File: src/core/sesr_regs.vh
// Purpose: Constants for the status event register bank
// Assumes: Included by the bank and its decimal converter
// Notes:   Bit positions, valid masks, selects and reset values
`ifndef SESR_REGS_VH
`define SESR_REGS_VH

// Register selects on the read and enable ports
`define SESR_SEL_MEAS      2'h0
`define SESR_SEL_QUES      2'h1
`define SESR_SEL_OPER      2'h2

// Measurement event bit positions
`define SESR_MB_OVER       0
`define SESR_MB_LOW1       1
`define SESR_MB_HIGH1      2
`define SESR_MB_LOW2       3
`define SESR_MB_HIGH2      4
`define SESR_MB_READY      5
`define SESR_MB_BUF_DATA   7
`define SESR_MB_BUF_HALF   8
`define SESR_MB_BUF_FULL   9
`define SESR_MB_UNDER      11
`define SESR_MB_FUND_HIGH  12
`define SESR_MB_FUND_LOW   13
`define SESR_MB_FILT_FAULT 14

// Questionable event bit positions
`define SESR_QB_TEMP       4
`define SESR_QB_CAL        8
`define SESR_QB_WARN       14

// Operation event bit positions
`define SESR_OB_MEAS       4
`define SESR_OB_TRIG       5
`define SESR_OB_IDLE       10

// Implemented bits of each register
`define SESR_MEAS_VALID    16'h7bbf
`define SESR_QUES_VALID    16'h4110
`define SESR_OPER_VALID    16'h0430

// Reset values
`define SESR_FLAGS_RST     16'h0000
`define SESR_ENABLE_RST    16'h0000

// Decimal conversion: one shift per source bit
`define SESR_CONV_CYCLES   5'h10
`define SESR_DEC_W         20

`endif

File: src/core/sesr_status_bank.v
// Purpose: Measurement, questionable and operation event registers
// Assumes: All condition inputs synchronous to clk
// Notes:   Reads return binary and decimal forms and clear flags
`timescale 1ns/1ps
`include "sesr_regs.vh"

module sesr_status_bank #(
    parameter RD_W      = 24,    // Reading width, signed
    parameter BUF_DEPTH = 1024,  // Trace buffer capacity
    parameter CW        = 11     // Buffer count width
) (
    input  wire                   clk,          // System clock
    input  wire                   reset_n,      // Async reset, low
    // Host read port
    input  wire                   rd_req,       // Read query pulse
    input  wire [1:0]             rd_sel,       // Register select
    output wire                   rd_busy,      // Query in progress
    output reg                    rd_done,      // Answer pulse
    output reg  [15:0]            rd_bin,       // Binary snapshot
    output reg  [19:0]            rd_dec,       // Decimal digits
    // Host enable write port
    input  wire                   en_wr,        // Enable write pulse
    input  wire [1:0]             en_sel,       // Register select
    input  wire [15:0]            en_data,      // New enable mask
    // Measurement engine and limit checker
    input  wire signed [RD_W-1:0] reading,      // Latest reading
    input  wire                   reading_valid,// Reading processed
    input  wire signed [RD_W-1:0] low_limit1,   // First low limit
    input  wire signed [RD_W-1:0] high_limit1,  // First high limit
    input  wire signed [RD_W-1:0] low_limit2,   // Second low limit
    input  wire signed [RD_W-1:0] high_limit2,  // Second high limit
    input  wire                   reading_over_range,  // Overflow
    input  wire                   reading_under_range, // Underflow
    input  wire [CW-1:0]          buf_count,    // Trace buffer fill
    input  wire                   fundamental_too_high, // Freq high
    input  wire                   fundamental_too_low,  // Freq low
    input  wire                   weighting_filter_fault, // Filter
    // Calibration, temperature, command parser
    input  wire                   tc_junction_bad,  // Bad junction
    input  wire                   cal_check_done,   // Power-up check
    input  wire                   cal_constant_bad, // Check failed
    input  wire                   cal_success,      // Cal completed
    input  wire                   param_ignored,    // Param dropped
    // Trigger sequencer
    input  wire                   measuring,    // Measurement active
    input  wire                   trig_action,  // Device action stage
    input  wire                   trig_idle,    // Idle state
    // Status outputs
    output wire [15:0]            meas_flags,   // Measurement flags
    output wire [15:0]            ques_flags,   // Questionable flags
    output wire [15:0]            oper_flags,   // Operation flags
    output reg                    meas_summary, // Enabled meas event
    output reg                    ques_summary, // Enabled ques event
    output reg                    oper_summary, // Enabled oper event
    output reg                    error_indicator, // Error lamp
    output wire                   use_default_cal  // Default cal on
);

    localparam ST_IDLE = 1'b0;
    localparam ST_CONV = 1'b1;

    // Buffer thresholds, cut to the count width on purpose
    localparam integer  BUF_TWO_I  = 2;
    localparam integer  BUF_HALF_I = BUF_DEPTH / 2;
    localparam integer  BUF_FULL_I = BUF_DEPTH;
    localparam [CW-1:0] BUF_TWO    = BUF_TWO_I[CW-1:0];
    localparam [CW-1:0] BUF_HALF   = BUF_HALF_I[CW-1:0];
    localparam [CW-1:0] BUF_FULL   = BUF_FULL_I[CW-1:0];

    // Select one of three packed slices
    function [15:0] pick;
        input [1:0]  sel;
        input [47:0] vec;
        begin
            case (sel)
                `SESR_SEL_MEAS: pick = vec[15:0];
                `SESR_SEL_QUES: pick = vec[31:16];
                `SESR_SEL_OPER: pick = vec[47:32];
                default:        pick = 16'h0000;
            endcase
        end
    endfunction

    // One-hot decode of a register select
    function [2:0] hit;
        input [1:0] sel;
        begin
            case (sel)
                `SESR_SEL_MEAS: hit = 3'h1;
                `SESR_SEL_QUES: hit = 3'h2;
                `SESR_SEL_OPER: hit = 3'h4;
                default:        hit = 3'h0;
            endcase
        end
    endfunction

    reg  [47:0] flags_r;     // Three event registers, packed
    wire [47:0] flags_nxt;
    reg  [47:0] enable_r;    // Three enable masks, packed
    wire [47:0] set_vec;     // Conditions this cycle
    wire [47:0] clr_vec;     // Bits cleared by a read
    wire [47:0] valid_vec;   // Implemented bit masks
    reg         state_r;
    reg         cal_bad_r;   // Calibration constant invalid
    wire        rd_take;
    wire        conv_done;
    wire [19:0] conv_dec;
    wire [15:0] meas_set;
    wire [15:0] ques_set;
    wire [15:0] oper_set;
    wire [2:0]  rd_hit;
    wire [2:0]  en_hit;

    assign valid_vec = {`SESR_OPER_VALID, `SESR_QUES_VALID,
                        `SESR_MEAS_VALID};

    // Measurement condition bits
    assign meas_set[`SESR_MB_OVER] = reading_over_range;
    assign meas_set[`SESR_MB_LOW1] =
        reading_valid && (reading < low_limit1);
    assign meas_set[`SESR_MB_HIGH1] =
        reading_valid && (reading > high_limit1);
    assign meas_set[`SESR_MB_LOW2] =
        reading_valid && (reading < low_limit2);
    assign meas_set[`SESR_MB_HIGH2] =
        reading_valid && (reading > high_limit2);
    assign meas_set[`SESR_MB_READY] = reading_valid;
    assign meas_set[6] = 1'b0;
    assign meas_set[`SESR_MB_BUF_DATA] =
        (buf_count >= BUF_TWO);
    assign meas_set[`SESR_MB_BUF_HALF] =
        (buf_count >= BUF_HALF);
    assign meas_set[`SESR_MB_BUF_FULL] =
        (buf_count >= BUF_FULL);
    assign meas_set[10] = 1'b0;
    assign meas_set[`SESR_MB_UNDER] = reading_under_range;
    assign meas_set[`SESR_MB_FUND_HIGH] =
        fundamental_too_high;
    assign meas_set[`SESR_MB_FUND_LOW] =
        fundamental_too_low;
    assign meas_set[`SESR_MB_FILT_FAULT] =
        weighting_filter_fault;
    assign meas_set[15] = 1'b0;

    // Questionable condition bits, others zero
    assign ques_set = ({15'h0, tc_junction_bad}
                       << `SESR_QB_TEMP)
                    | ({15'h0, cal_bad_r}
                       << `SESR_QB_CAL)
                    | ({15'h0, param_ignored}
                       << `SESR_QB_WARN);

    // Operation condition bits, others zero
    assign oper_set = ({15'h0, measuring}
                       << `SESR_OB_MEAS)
                    | ({15'h0, trig_action}
                       << `SESR_OB_TRIG)
                    | ({15'h0, trig_idle}
                       << `SESR_OB_IDLE);

    assign set_vec = {oper_set, ques_set, meas_set};

    // Read handshake
    assign rd_take = rd_req && (state_r == ST_IDLE);
    assign rd_busy = (state_r != ST_IDLE);
    assign rd_hit  = rd_take ? hit(rd_sel) : 3'h0;
    assign en_hit  = en_wr ? hit(en_sel) : 3'h0;

    // Next flag values; a new event beats a read clear
    genvar g;
    generate
        for (g = 0; g < 3; g = g + 1) begin : g_reg
            assign clr_vec[g*16 +: 16] = {16{rd_hit[g]}};
            assign flags_nxt[g*16 +: 16] =
                ((flags_r[g*16 +: 16] & ~clr_vec[g*16 +: 16])
                 | set_vec[g*16 +: 16])
                & valid_vec[g*16 +: 16];
        end
    endgenerate

    // Event registers
    always @(posedge clk or negedge reset_n) begin
        if (!reset_n) begin
            flags_r <= {3{`SESR_FLAGS_RST}};
        end else begin
            flags_r <= flags_nxt;
        end
    end

    // Enable masks, implemented bits only
    always @(posedge clk or negedge reset_n) begin
        if (!reset_n) begin
            enable_r <= {3{`SESR_ENABLE_RST}};
        end else begin
            if (en_hit[0])
                enable_r[15:0]  <= en_data & `SESR_MEAS_VALID;
            if (en_hit[1])
                enable_r[31:16] <= en_data & `SESR_QUES_VALID;
            if (en_hit[2])
                enable_r[47:32] <= en_data & `SESR_OPER_VALID;
        end
    end

    // Summaries gated by enable masks
    always @(posedge clk or negedge reset_n) begin
        if (!reset_n) begin
            meas_summary <= 1'b0;
            ques_summary <= 1'b0;
            oper_summary <= 1'b0;
        end else begin
            meas_summary <= |(flags_nxt[15:0]
                              & enable_r[15:0]);
            ques_summary <= |(flags_nxt[31:16]
                              & enable_r[31:16]);
            oper_summary <= |(flags_nxt[47:32]
                              & enable_r[47:32]);
        end
    end

    // Error lamp follows questionable contents
    always @(posedge clk or negedge reset_n) begin
        if (!reset_n) begin
            error_indicator <= 1'b0;
        end else begin
            error_indicator <= |flags_nxt[31:16];
        end
    end

    // Calibration condition; a failed check beats success
    always @(posedge clk or negedge reset_n) begin
        if (!reset_n) begin
            cal_bad_r <= 1'b0;
        end else begin
            if (cal_check_done && cal_constant_bad)
                cal_bad_r <= 1'b1;
            else if (cal_success)
                cal_bad_r <= 1'b0;
        end
    end

    assign use_default_cal = cal_bad_r;

    // Decimal conversion of the read snapshot
    sesr_bin2dec u_conv (
        .clk     (clk),
        .reset_n (reset_n),
        .start   (rd_take),
        .bin_in  (pick(rd_sel, flags_r)),
        .done    (conv_done),
        .dec_out (conv_dec)
    );

    // Read sequencer: snapshot, convert, answer
    always @(posedge clk or negedge reset_n) begin
        if (!reset_n) begin
            state_r <= ST_IDLE;
            rd_done <= 1'b0;
            rd_bin  <= 16'h0000;
            rd_dec  <= 20'h00000;
        end else begin
            rd_done <= 1'b0;
            case (state_r)
                ST_IDLE: begin
                    if (rd_take) begin
                        rd_bin  <= pick(rd_sel, flags_r);
                        state_r <= ST_CONV;
                    end
                end
                ST_CONV: begin
                    if (conv_done) begin
                        rd_dec  <= conv_dec;
                        rd_done <= 1'b1;
                        state_r <= ST_IDLE;
                    end
                end
                default: begin
                    state_r <= ST_IDLE;
                end
            endcase
        end
    end

    // Register views for the host
    assign meas_flags = flags_r[15:0];
    assign ques_flags = flags_r[31:16];
    assign oper_flags = flags_r[47:32];

endmodule // sesr_status_bank

File: src/core/sesr_bin2dec.v
// Purpose: Sequential 16-bit binary to 5-digit BCD converter
// Assumes: start is a one-cycle pulse taken only while idle
// Notes:   Result appears 16 edges after start, done for 1 cycle
`timescale 1ns/1ps
`include "sesr_regs.vh"

module sesr_bin2dec (
    input  wire        clk,      // System clock
    input  wire        reset_n,  // Async reset, active low
    input  wire        start,    // Load value and begin
    input  wire [15:0] bin_in,   // Binary value to convert
    output reg         done,     // One-cycle result pulse
    output reg  [19:0] dec_out   // Five BCD digits, LSD low
);

    reg  [35:0] sh_r;   // BCD digits above binary remainder
    reg  [4:0]  cnt_r;  // Shifts done
    reg         act_r;  // Conversion running
    wire [19:0] adj;    // Digits after add-3 correction
    wire [35:0] shifted;

    // Add three to every digit of five or more
    genvar d;
    generate
        for (d = 0; d < 5; d = d + 1) begin : g_dig
            assign adj[d*4 +: 4] = (sh_r[16+d*4 +: 4] >= 4'h5) ?
                                   sh_r[16+d*4 +: 4] + 4'h3 :
                                   sh_r[16+d*4 +: 4];
        end
    endgenerate

    assign shifted = {adj[18:0], sh_r[15:0], 1'b0};

    // Shift loop and result capture
    always @(posedge clk or negedge reset_n) begin
        if (!reset_n) begin
            sh_r    <= 36'h0;
            cnt_r   <= 5'h0;
            act_r   <= 1'b0;
            done    <= 1'b0;
            dec_out <= 20'h0;
        end else begin
            done <= 1'b0;
            if (start && !act_r) begin
                sh_r  <= {20'h0, bin_in};
                cnt_r <= 5'h0;
                act_r <= 1'b1;
            end else if (act_r) begin
                sh_r  <= shifted;
                cnt_r <= cnt_r + 5'h1;
                if (cnt_r == `SESR_CONV_CYCLES - 5'h1) begin
                    act_r   <= 1'b0;
                    done    <= 1'b1;
                    dec_out <= shifted[35:16];
                end
            end
        end
    end

endmodule // sesr_bin2dec

File: config.mk
export PLATFORM = sky130hd
export DESIGN_NAME = sesr_status_bank
export DESIGN_NICKNAME = d
export VERILOG_FILES = /design/src/core/sesr_status_bank.v /design/src/core/sesr_bin2dec.v
export VERILOG_INCLUDE_DIRS = /design/src /design/src/core
export SDC_FILE = /design/constraint.sdc
export NUM_CORES = 1
export LEC_CHECK = 0
export BUFFER_PORTS_ARGS = -buffer_cell sky130_fd_sc_hd__buf_4
export CORE_MARGIN = 2
export CORE_UTILIZATION = 47
export DETAILED_ROUTE_END_ITERATION = 10
export PLACE_DENSITY = 0.74
export REMOVE_ABC_BUFFERS = 1
export SLEW_MARGIN = 20
export SYNTH_ARGS = -nofsm -noshare
export SYNTH_HDL_FRONTEND = slang
export SYNTH_SLANG_ARGS = --single-unit
File: constraint.sdc
create_clock -name clk -period 1.9 [get_ports clk]
set_input_delay 0.19 -clock clk [delete_from_list [all_inputs] [get_ports clk]]
set_output_delay 0.19 -clock clk [all_outputs]
set_load 0.01 [all_outputs]
==> results of run 1 <==
==> flip-flops by register name, summed over array words and instances, names as in the netlist, 5 cells and up <==
register / count
enable_r: 19
flags_r: 19
rd_bin: 14
rd_dec: 20
u_conv.cnt_r: 5
u_conv.dec_out: 20
u_conv.sh_r: 36
==> synth_stat cells (all sizes together), types with 3 or more instances <==
library cell | number | share of area
nand2b | 8 | 0.0067
a221oi | 4 | 0.0048
nand4 | 17 | 0.012
ha | 106 | 0.15
nor3b | 9 | 0.0079
clkbuf | 20 | 0.0088
o211ai | 3 | 0.0026
o31ai | 5 | 0.0044
nor2 | 19 | 0.0083
nand2 | 102 | 0.045
a22o | 18 | 0.018
a21oi | 53 | 0.031
a31oi | 4 | 0.0029
and2 | 6 | 0.0044
xnor2 | 8 | 0.0082
dfrtp | 142 | 0.41
nor2b | 6 | 0.0044
a21o | 27 | 0.024
nor3 | 7 | 0.0041
buf | 35 | 0.030
nor4 | 3 | 0.0022
nand3 | 11 | 0.0064
a21boi | 3 | 0.0026
inv | 111 | 0.049
o21ai | 58 | 0.034
a2111oi | 3 | 0.0031
a22oi | 14 | 0.012
mux2 | 44 | 0.058
mux2i | 17 | 0.020
==> worst reg2reg max path: stages, from the launching register on <==
cell and delay, ns:
dfrtp_1 0.37, nand2b_4 0.16, or3_4 0.37, a21o_1 0.21, a22o_1 0.23, a221oi_2 0.19
nand4_1 0.13, a31oi_1 0.17, nand4_1 0.12
==> power by group through the flow <==
stage               combinational, mW  sequential [mW]  clock [mW]
floorplan                        2.20             4.58           0
global placement                 3.76             4.43           0
detailed placement               3.89             4.47           0
CTS                              3.98             4.43        3.57
global route                     4.43             4.55        3.69
finish                           3.94             4.44        3.52
==> path summary, 6_finish.rpt <==
check	startpoint	endpoint	slack [ns]	cells past startpoint
max	rd_busy$_DFF_PN0_	meas_summary$_DFF_PN0_	-0.18	8
min	en_data[0]	enable_r[0]$_DFFE_PN0P_	0.01	2
max reg2reg	rd_busy$_DFF_PN0_	meas_summary$_DFF_PN0_	-0.18	8
min reg2reg	u_conv.dec_out[13]$_DFFE_PN0P_	u_conv.dec_out[13]$_DFFE_PN0P_	0.48	2
max in group asynchronous	reset_n	enable_r[4]$_DFFE_PN0P_	1.07	3
min in group asynchronous	reset_n	rd_dec[1]$_DFFE_PN0P_	0.22	2
==> cell type report <==
type | count | area (um^2)
clock buffer | 19 | 443
inverter | 111 | 417
fill | 1482 | 6400
timing repair buffer | 287 | 2220
multi-input combinational | 602 | 4400
sequential | 142 | 3550
clock inverter | 13 | 189
tap | 229 | 287
==> logic make-up after synthesis <==
kind of cell,count (synthesis)
multiplexers,61
buffers and inverters,166
adder cells (fa/ha/maj),106
AO/OA/AOI/OAI,199
flip-flops,142
AND/OR/NAND/NOR,196
XOR/XNOR,9
other,1
==> per-stage QoR <==
step	util	setup slack [ns]	power, mW	instances
6_report	0.643	-0.180	11.9	1403
5_1_grt	0.643	-0.282	12.7	1403
4_1_cts	0.642	-0.188	12.0	1403
3_5_place_dp	0.599	-0.507	8.36	1357
3_3_place_gp	0.599	-0.526	8.19	1357
2_1_floorplan	-	-0.916	6.78	855
==> routing by layer <==
| layer | routed length, um | track usage |
|---|---|---|
| met3 | 1010 | 0.0466 |
| met4 | 567 | 0.0829 |
| met2 | 11000 | 0.399 |
| met1 | 9410 | 0.284 |
| met5 | 0 | 0 |
==> what timing repair did <==
item                       4_1_cts  5_1_grt
resized for setup                0        2
pin swaps                        1        0
hold endpoints to repair       129        0
buffers inserted                 0        0
hold buffers                    14        0
gates cloned                     0        0
setup endpoints to repair        1        5
==> impl_metrics.py, run 1 <==
metrics = {
    "status": {
        "status": "finished, violations left",
        "failed_checks": "setup timing",
    },
    "power": {
        "peakVddDrop_v": 0.00105,
        "power_frac_seq": 0.373,
        "power.switching_mw": 3.82,
        "p_int_mw": 8.08,
        "p_sw_frac": 0.321,
        "pwr-share-comb": 0.331,
        "p_clk_frac": 0.296,
        "powerDensity_mw_per_mm2": 1030,
        "p_leak_nw": 6.09,
    },
    "drt": {
        "detail_route.drc_violations": 0,
        "dr.pass1.iters": 5,
        "postRouteAntennaNets": 0,
        "drt_wl_total_um": 21900,
        "via_count": 7218,
        "routed_via_density": 5.14,
        "routedWlPerCell_um": 15.6,
        "drt_iter0_drc": 270,
    },
    "worst_setup_path": {
        "startpoint_type": "register",
        "critPathKind": "register to register",
        "cpMaxStageDelayCell": "dfrtp_1",
        "crit_arrival_ns": 2.36,
        "worstPathRequired_ns": 2.18,
        "critPathMostFrequentCell": "nand4_1",
        "critPathMaxStageDelay_ns": 0.37,
        "critPathCaptureType": "register",
        "path_cells": "nand2b_4 > or3_4 > a21o_1 > a22o_1 > a221oi_2 > nand4_1 > a31oi_1 > nand4_1",
        "path_delay_family": "compound AO/OA/AOI/OAI gates",
        "path_buf_inv": 0,
        "worstPathMaxFanout": 7,
    },
    "place": {
        "placed_cell_area_mm2": 0.0107,
        "gp_congestion": 0.920,
        "place_hpwl_um": 17200,
        "portBuffers": 225,
    },
    "min_path": {
        "hold_class": "primary input to register",
    },
    "yosys": {
        "synth_top_family_by_area": "adder cells",
        "synth_xor_area_frac": 0.00919,
        "synthFlopType": "dfrtp_1",
        "synth_edf_count": 0,
        "synth-seq-cells": 142,
        "synth_compound_gate_area_share": 0.147,
        "avgSynthCellArea_um2": 9.74,
        "yosys.area_share.simple": 0.109,
        "synth.area.mux_share": 0.0776,
        "async_flop_share": 1.00,
        "ys_warn_count": 0,
        "post_synth_num_cell_types": 49,
        "yosysSeqAreaShare": 0.414,
        "syn_inst": 880,
        "syn_area_mm2": 0.00857,
        "synthAdderAreaFrac": 0.155,
    },
    "sta": {
        "finalSetupViolCount": 1,
        "totalNegativeSetupSlack_ns": -0.180,
        "post-route-period-util": 1.09,
        "fin_crit_ns": 2.08,
        "slew_headroom": 0.587,
        "setup_ws_ns": -0.180,
        "rsz0062_at_grt": "yes",
        "hold_ws_ns": 0.0123,
        "clock_skew_ns": 0.00801,
        "worst_slew_pin_slew_ns": 0.617,
        "hold_viol_final": 0,
        "fmax_mhz": 481,
        "drv_slew": 0,
    },
    "finish": {
        "nNetsFinal": 1436,
        "insertedDiodeCount": 0,
        "layout_commonest_cell": "buf_4",
        "fin_area_mm2": 0.0115,
        "layout-drive-gt1-share": 0.302,
        "mostFrequentLayoutCells": "buf_4 (270), dfrtp_1 (141), inv_1 (111), ha_1 (106), nand2_1 (102)",
        "syn_to_final_growth_pct": 34.2,
    },
    "floorplan": {
        "dieHeight_um": 139,
        "num_rows": 49,
        "core_area_mm2": 0.0179,
        "io_pins": 260,
        "start_util": 0.479,
        "die_x_um": 139,
        "dieArea_mm2": 0.0193,
    },
    "global_routing": {
        "overflow": 0,
        "grt_max_degree": 51,
        "antenna_found_initial": 0,
        "grtUsageTotal": 0.230,
        "grt_pass1_wl_um": 36000,
        "grt_pass1_vias": 7376,
    },
    "clocking": {
        "tritoncts": "built",
        "cts_buffers": 17,
        "clk_latency_ns": 0.41,
        "cts_max_path_buffers": 2,
        "ctsHtreeMaxLevel": 4,
        "clk_pin_slew_ns": 0.06,
        "clock_sinks": 142,
        "cts_root_buf": "clkbuf_16",
    },
    "job": {
        "max_cap_violations": 0,
    },
}
(Power assumes the default switching activity.)
==> run 2, diff against run 1 <==
--- a/config.mk
+++ b/config.mk
@@ -8,9 +8,9 @@
 export LEC_CHECK = 0
 export BUFFER_PORTS_ARGS = -buffer_cell sky130_fd_sc_hd__buf_4
 export CORE_MARGIN = 2
-export CORE_UTILIZATION = 47
+export CORE_UTILIZATION = 55
 export DETAILED_ROUTE_END_ITERATION = 10
-export PLACE_DENSITY = 0.74
+export PLACE_DENSITY = 0.82
 export REMOVE_ABC_BUFFERS = 1
 export SLEW_MARGIN = 20
 export SYNTH_ARGS = -nofsm -noshare
==> constraint.sdc (replaced) <==
create_clock -name clk -period 2.5 [get_ports clk]
set_input_delay 0.25 -clock clk [delete_from_list [all_inputs] [get_ports clk]]
set_output_delay 0.25 -clock clk [all_outputs]
set_load 0.01 [all_outputs]
==> run 2 against run 1 <==
  * The run now ends clean
  * Sequential cell count stayed put
  * Register-to-register slack improved by 0.41 ns
  * First-iteration DRC count rose by 62%
==> impl_metrics.py, run 2 (synthesis results as in run 1) <==
metrics = {
    "floorplan": {
        "start_util": 0.564,
        "num_rows": 45,
        "dieArea_mm2": 0.0166,
        "dieHeight_um": 129,
        "io_pins": 260,
        "die_x_um": 129,
        "core_area_mm2": 0.0152,
    },
    "drt": {
        "via_count": 7043,
        "postRouteAntennaNets": 0,
        "dr.pass1.iters": 5,
        "drt_iter0_drc": 437,
        "routedWlPerCell_um": 16.0,
        "routed_via_density": 5.37,
        "drt_wl_total_um": 21000,
        "detail_route.drc_violations": 0,
    },
    "power": {
        "powerDensity_mw_per_mm2": 795,
        "peakVddDrop_v": 0.000551,
        "p_leak_nw": 5.85,
        "power_mw": 8.74,
    },
    "finish": {
        "layout_commonest_cell": "buf_4",
        "insertedDiodeCount": 0,
        "syn_to_final_growth_pct": 28.2,
        "regMostFlops": "u_conv.sh_r",
        "largestRegisters": "u_conv.sh_r (36), rd_dec (20), u_conv.dec_out (20)",
        "nNetsFinal": 1388,
        "layout.cells.non_filler": 1312,
        "largest_reg_flops": 36,
        "fillers": 1146,
        "layout-drive-gt1-share": 0.282,
        "mostFrequentLayoutCells": "buf_4 (235), dfrtp_1 (141), inv_1 (111), ha_1 (106), nand2_1 (102)",
    },
    "worst_setup_path": {
        "critPathMaxStageDelay_ns": 0.43,
        "rr_startpoint": "rd_busy$_DFF_PN0_",
        "critPathMostFrequentCell": "nand4_1",
        "rr_endpoint": "meas_summary$_DFF_PN0_",
        "path_cells": "nand2b_4 > or3_4 > a21o_1 > a22o_1 > a221oi_2 > nand4_1 > a31oi_1 > nand4_1",
        "cpMaxStageDelayCell": "dfrtp_1",
        "worstPathMaxFanout": 13,
        "crit_path_end": "meas_summary$_DFF_PN0_",
        "reg2reg_depth": 8,
        "critPathKind": "register to register",
        "startpoint_type": "register",
        "path_delay_family": "simple AND/OR/NAND/NOR gates",
        "crit_arrival_ns": 2.56,
        "worstPathRequired_ns": 2.79,
        "path_depth": 8,
        "reg2reg_slack_ns": 0.23,
        "path_buf_inv": 0,
        "cp-startpoint": "rd_busy$_DFF_PN0_",
        "critPathCaptureType": "register",
    },
    "clocking": {
        "cts_root_buf": "clkbuf_16",
        "clk_pin_slew_ns": 0.06,
        "cts_max_path_buffers": 2,
        "cts_hold_buffers": 1,
        "cts_setup_buffers": 0,
        "ctsHtreeMaxLevel": 4,
        "clock_sinks": 142,
        "cts_buffers": 17,
        "clk_latency_ns": 0.41,
        "tritoncts": "built",
        "cts-resized-gates": 0,
    },
    "sta": {
        "rsz0062_at_grt": "no",
        "slew_headroom": 0.530,
        "worst_slew_pin_slew_ns": 0.702,
        "finalSetupViolCount": 0,
        "hold_viol_final": 0,
        "fin_crit_ns": 2.27,
        "drv_slew": 0,
        "fmax_mhz": 440,
        "totalNegativeSetupSlack_ns": 0,
        "post-route-period-util": 0.908,
        "clock_skew_ns": 0.00979,
    },
    "job": {
        "max_cap_violations": 0,
    },
    "status": {
        "status": "completed",
    },
    "place": {
        "portBuffers": 225,
        "dpl.cell_count": 1280,
        "place_hpwl_um": 16400,
        "gp_congestion": 0.904,
    },
    "global_routing": {
        "grt_max_degree": 71,
        "antenna_found_initial": 0,
        "grtUsageTotal": 0.264,
        "grt_pass1_vias": 6995,
        "overflow": 0,
        "grt_pass1_wl_um": 34300,
    },
    "min_path": {
        "hold_class": "primary input to register",
        "hold_path_depth": 3,
    },
}
-- run 2: changes by cell type in the layout (fill, tap and decap cells not counted), sizes merged --
| cell | change |
|---|---|
| dlygate4sd3 | -12 |
| clkinv | +2 |
| clkbuf | +1 |
| inv | -1 |
| clkinvlp | -2 |
| bufinv | -2 |
| buf | -36 |
-- run 2: cell type report --
type	count	area [um^2]	share of cell area
inverters	111	417	0.0379
clock buffers	20	467	0.0424
repair buffers	239	1820	0.165
flip-flops and latches	142	3550	0.323
well taps	188	235	0.0214
multi-input cells	602	4390	0.399
clock inverters	10	115	0.0105
-- run 2: worst min-delay path by stage --
stage                           startpoint                           to  slack, ns
after floorplan                    reset_n      enable_r[0]$_DFFE_PN0P_      -0.05
final                     cal_constant_bad  use_default_cal$_DFFE_PN0P_       0.04
after global placement             reset_n        rd_dec[2]$_DFFE_PN0P_       0.27
after detailed placement           reset_n        rd_dec[2]$_DFFE_PN0P_       0.28
after global routing      cal_constant_bad  use_default_cal$_DFFE_PN0P_       0.02
after CTS                      cal_success  use_default_cal$_DFFE_PN0P_     0.0009
-- run 2: per-layer routing --
layer | GRT usage | share of wire | vias up
li1 | - | - | 3469
met1 | 0.344 | 0.44 | 3322
met2 | 0.430 | 0.48 | 213
met3 | 0.0636 | 0.058 | 39
met4 | 0.0972 | 0.026 | 0
met5 | 0 | 0 | -
-- run 2: tightest hold or removal path, cell delays in order --
cell and delay (ns):
buf_4 0.07, nand2_1 0.03, o21ai_0 0.05
-- run 2: report_power, final --
part | internal [mW] | switching, mW
registers | 2.93 | 0.428
logic | 1.44 | 1.48
clock network | 1.53 | 0.928
total | 5.90 | 2.84
-- run 2: per-stage QoR --
stage	worst slack (ns)	area, um^2	utilization	hold slack [ns]
CTS	0.219	11000	0.723	0.000880
finish	0.229	11000	0.723	0.0381
floorplan	-0.316	8350	-	-0.0456
global placement	0.220	10400	0.684	0.275
global route	0.0803	11000	0.723	0.0216
detailed placement	0.173	10400	0.684	0.277
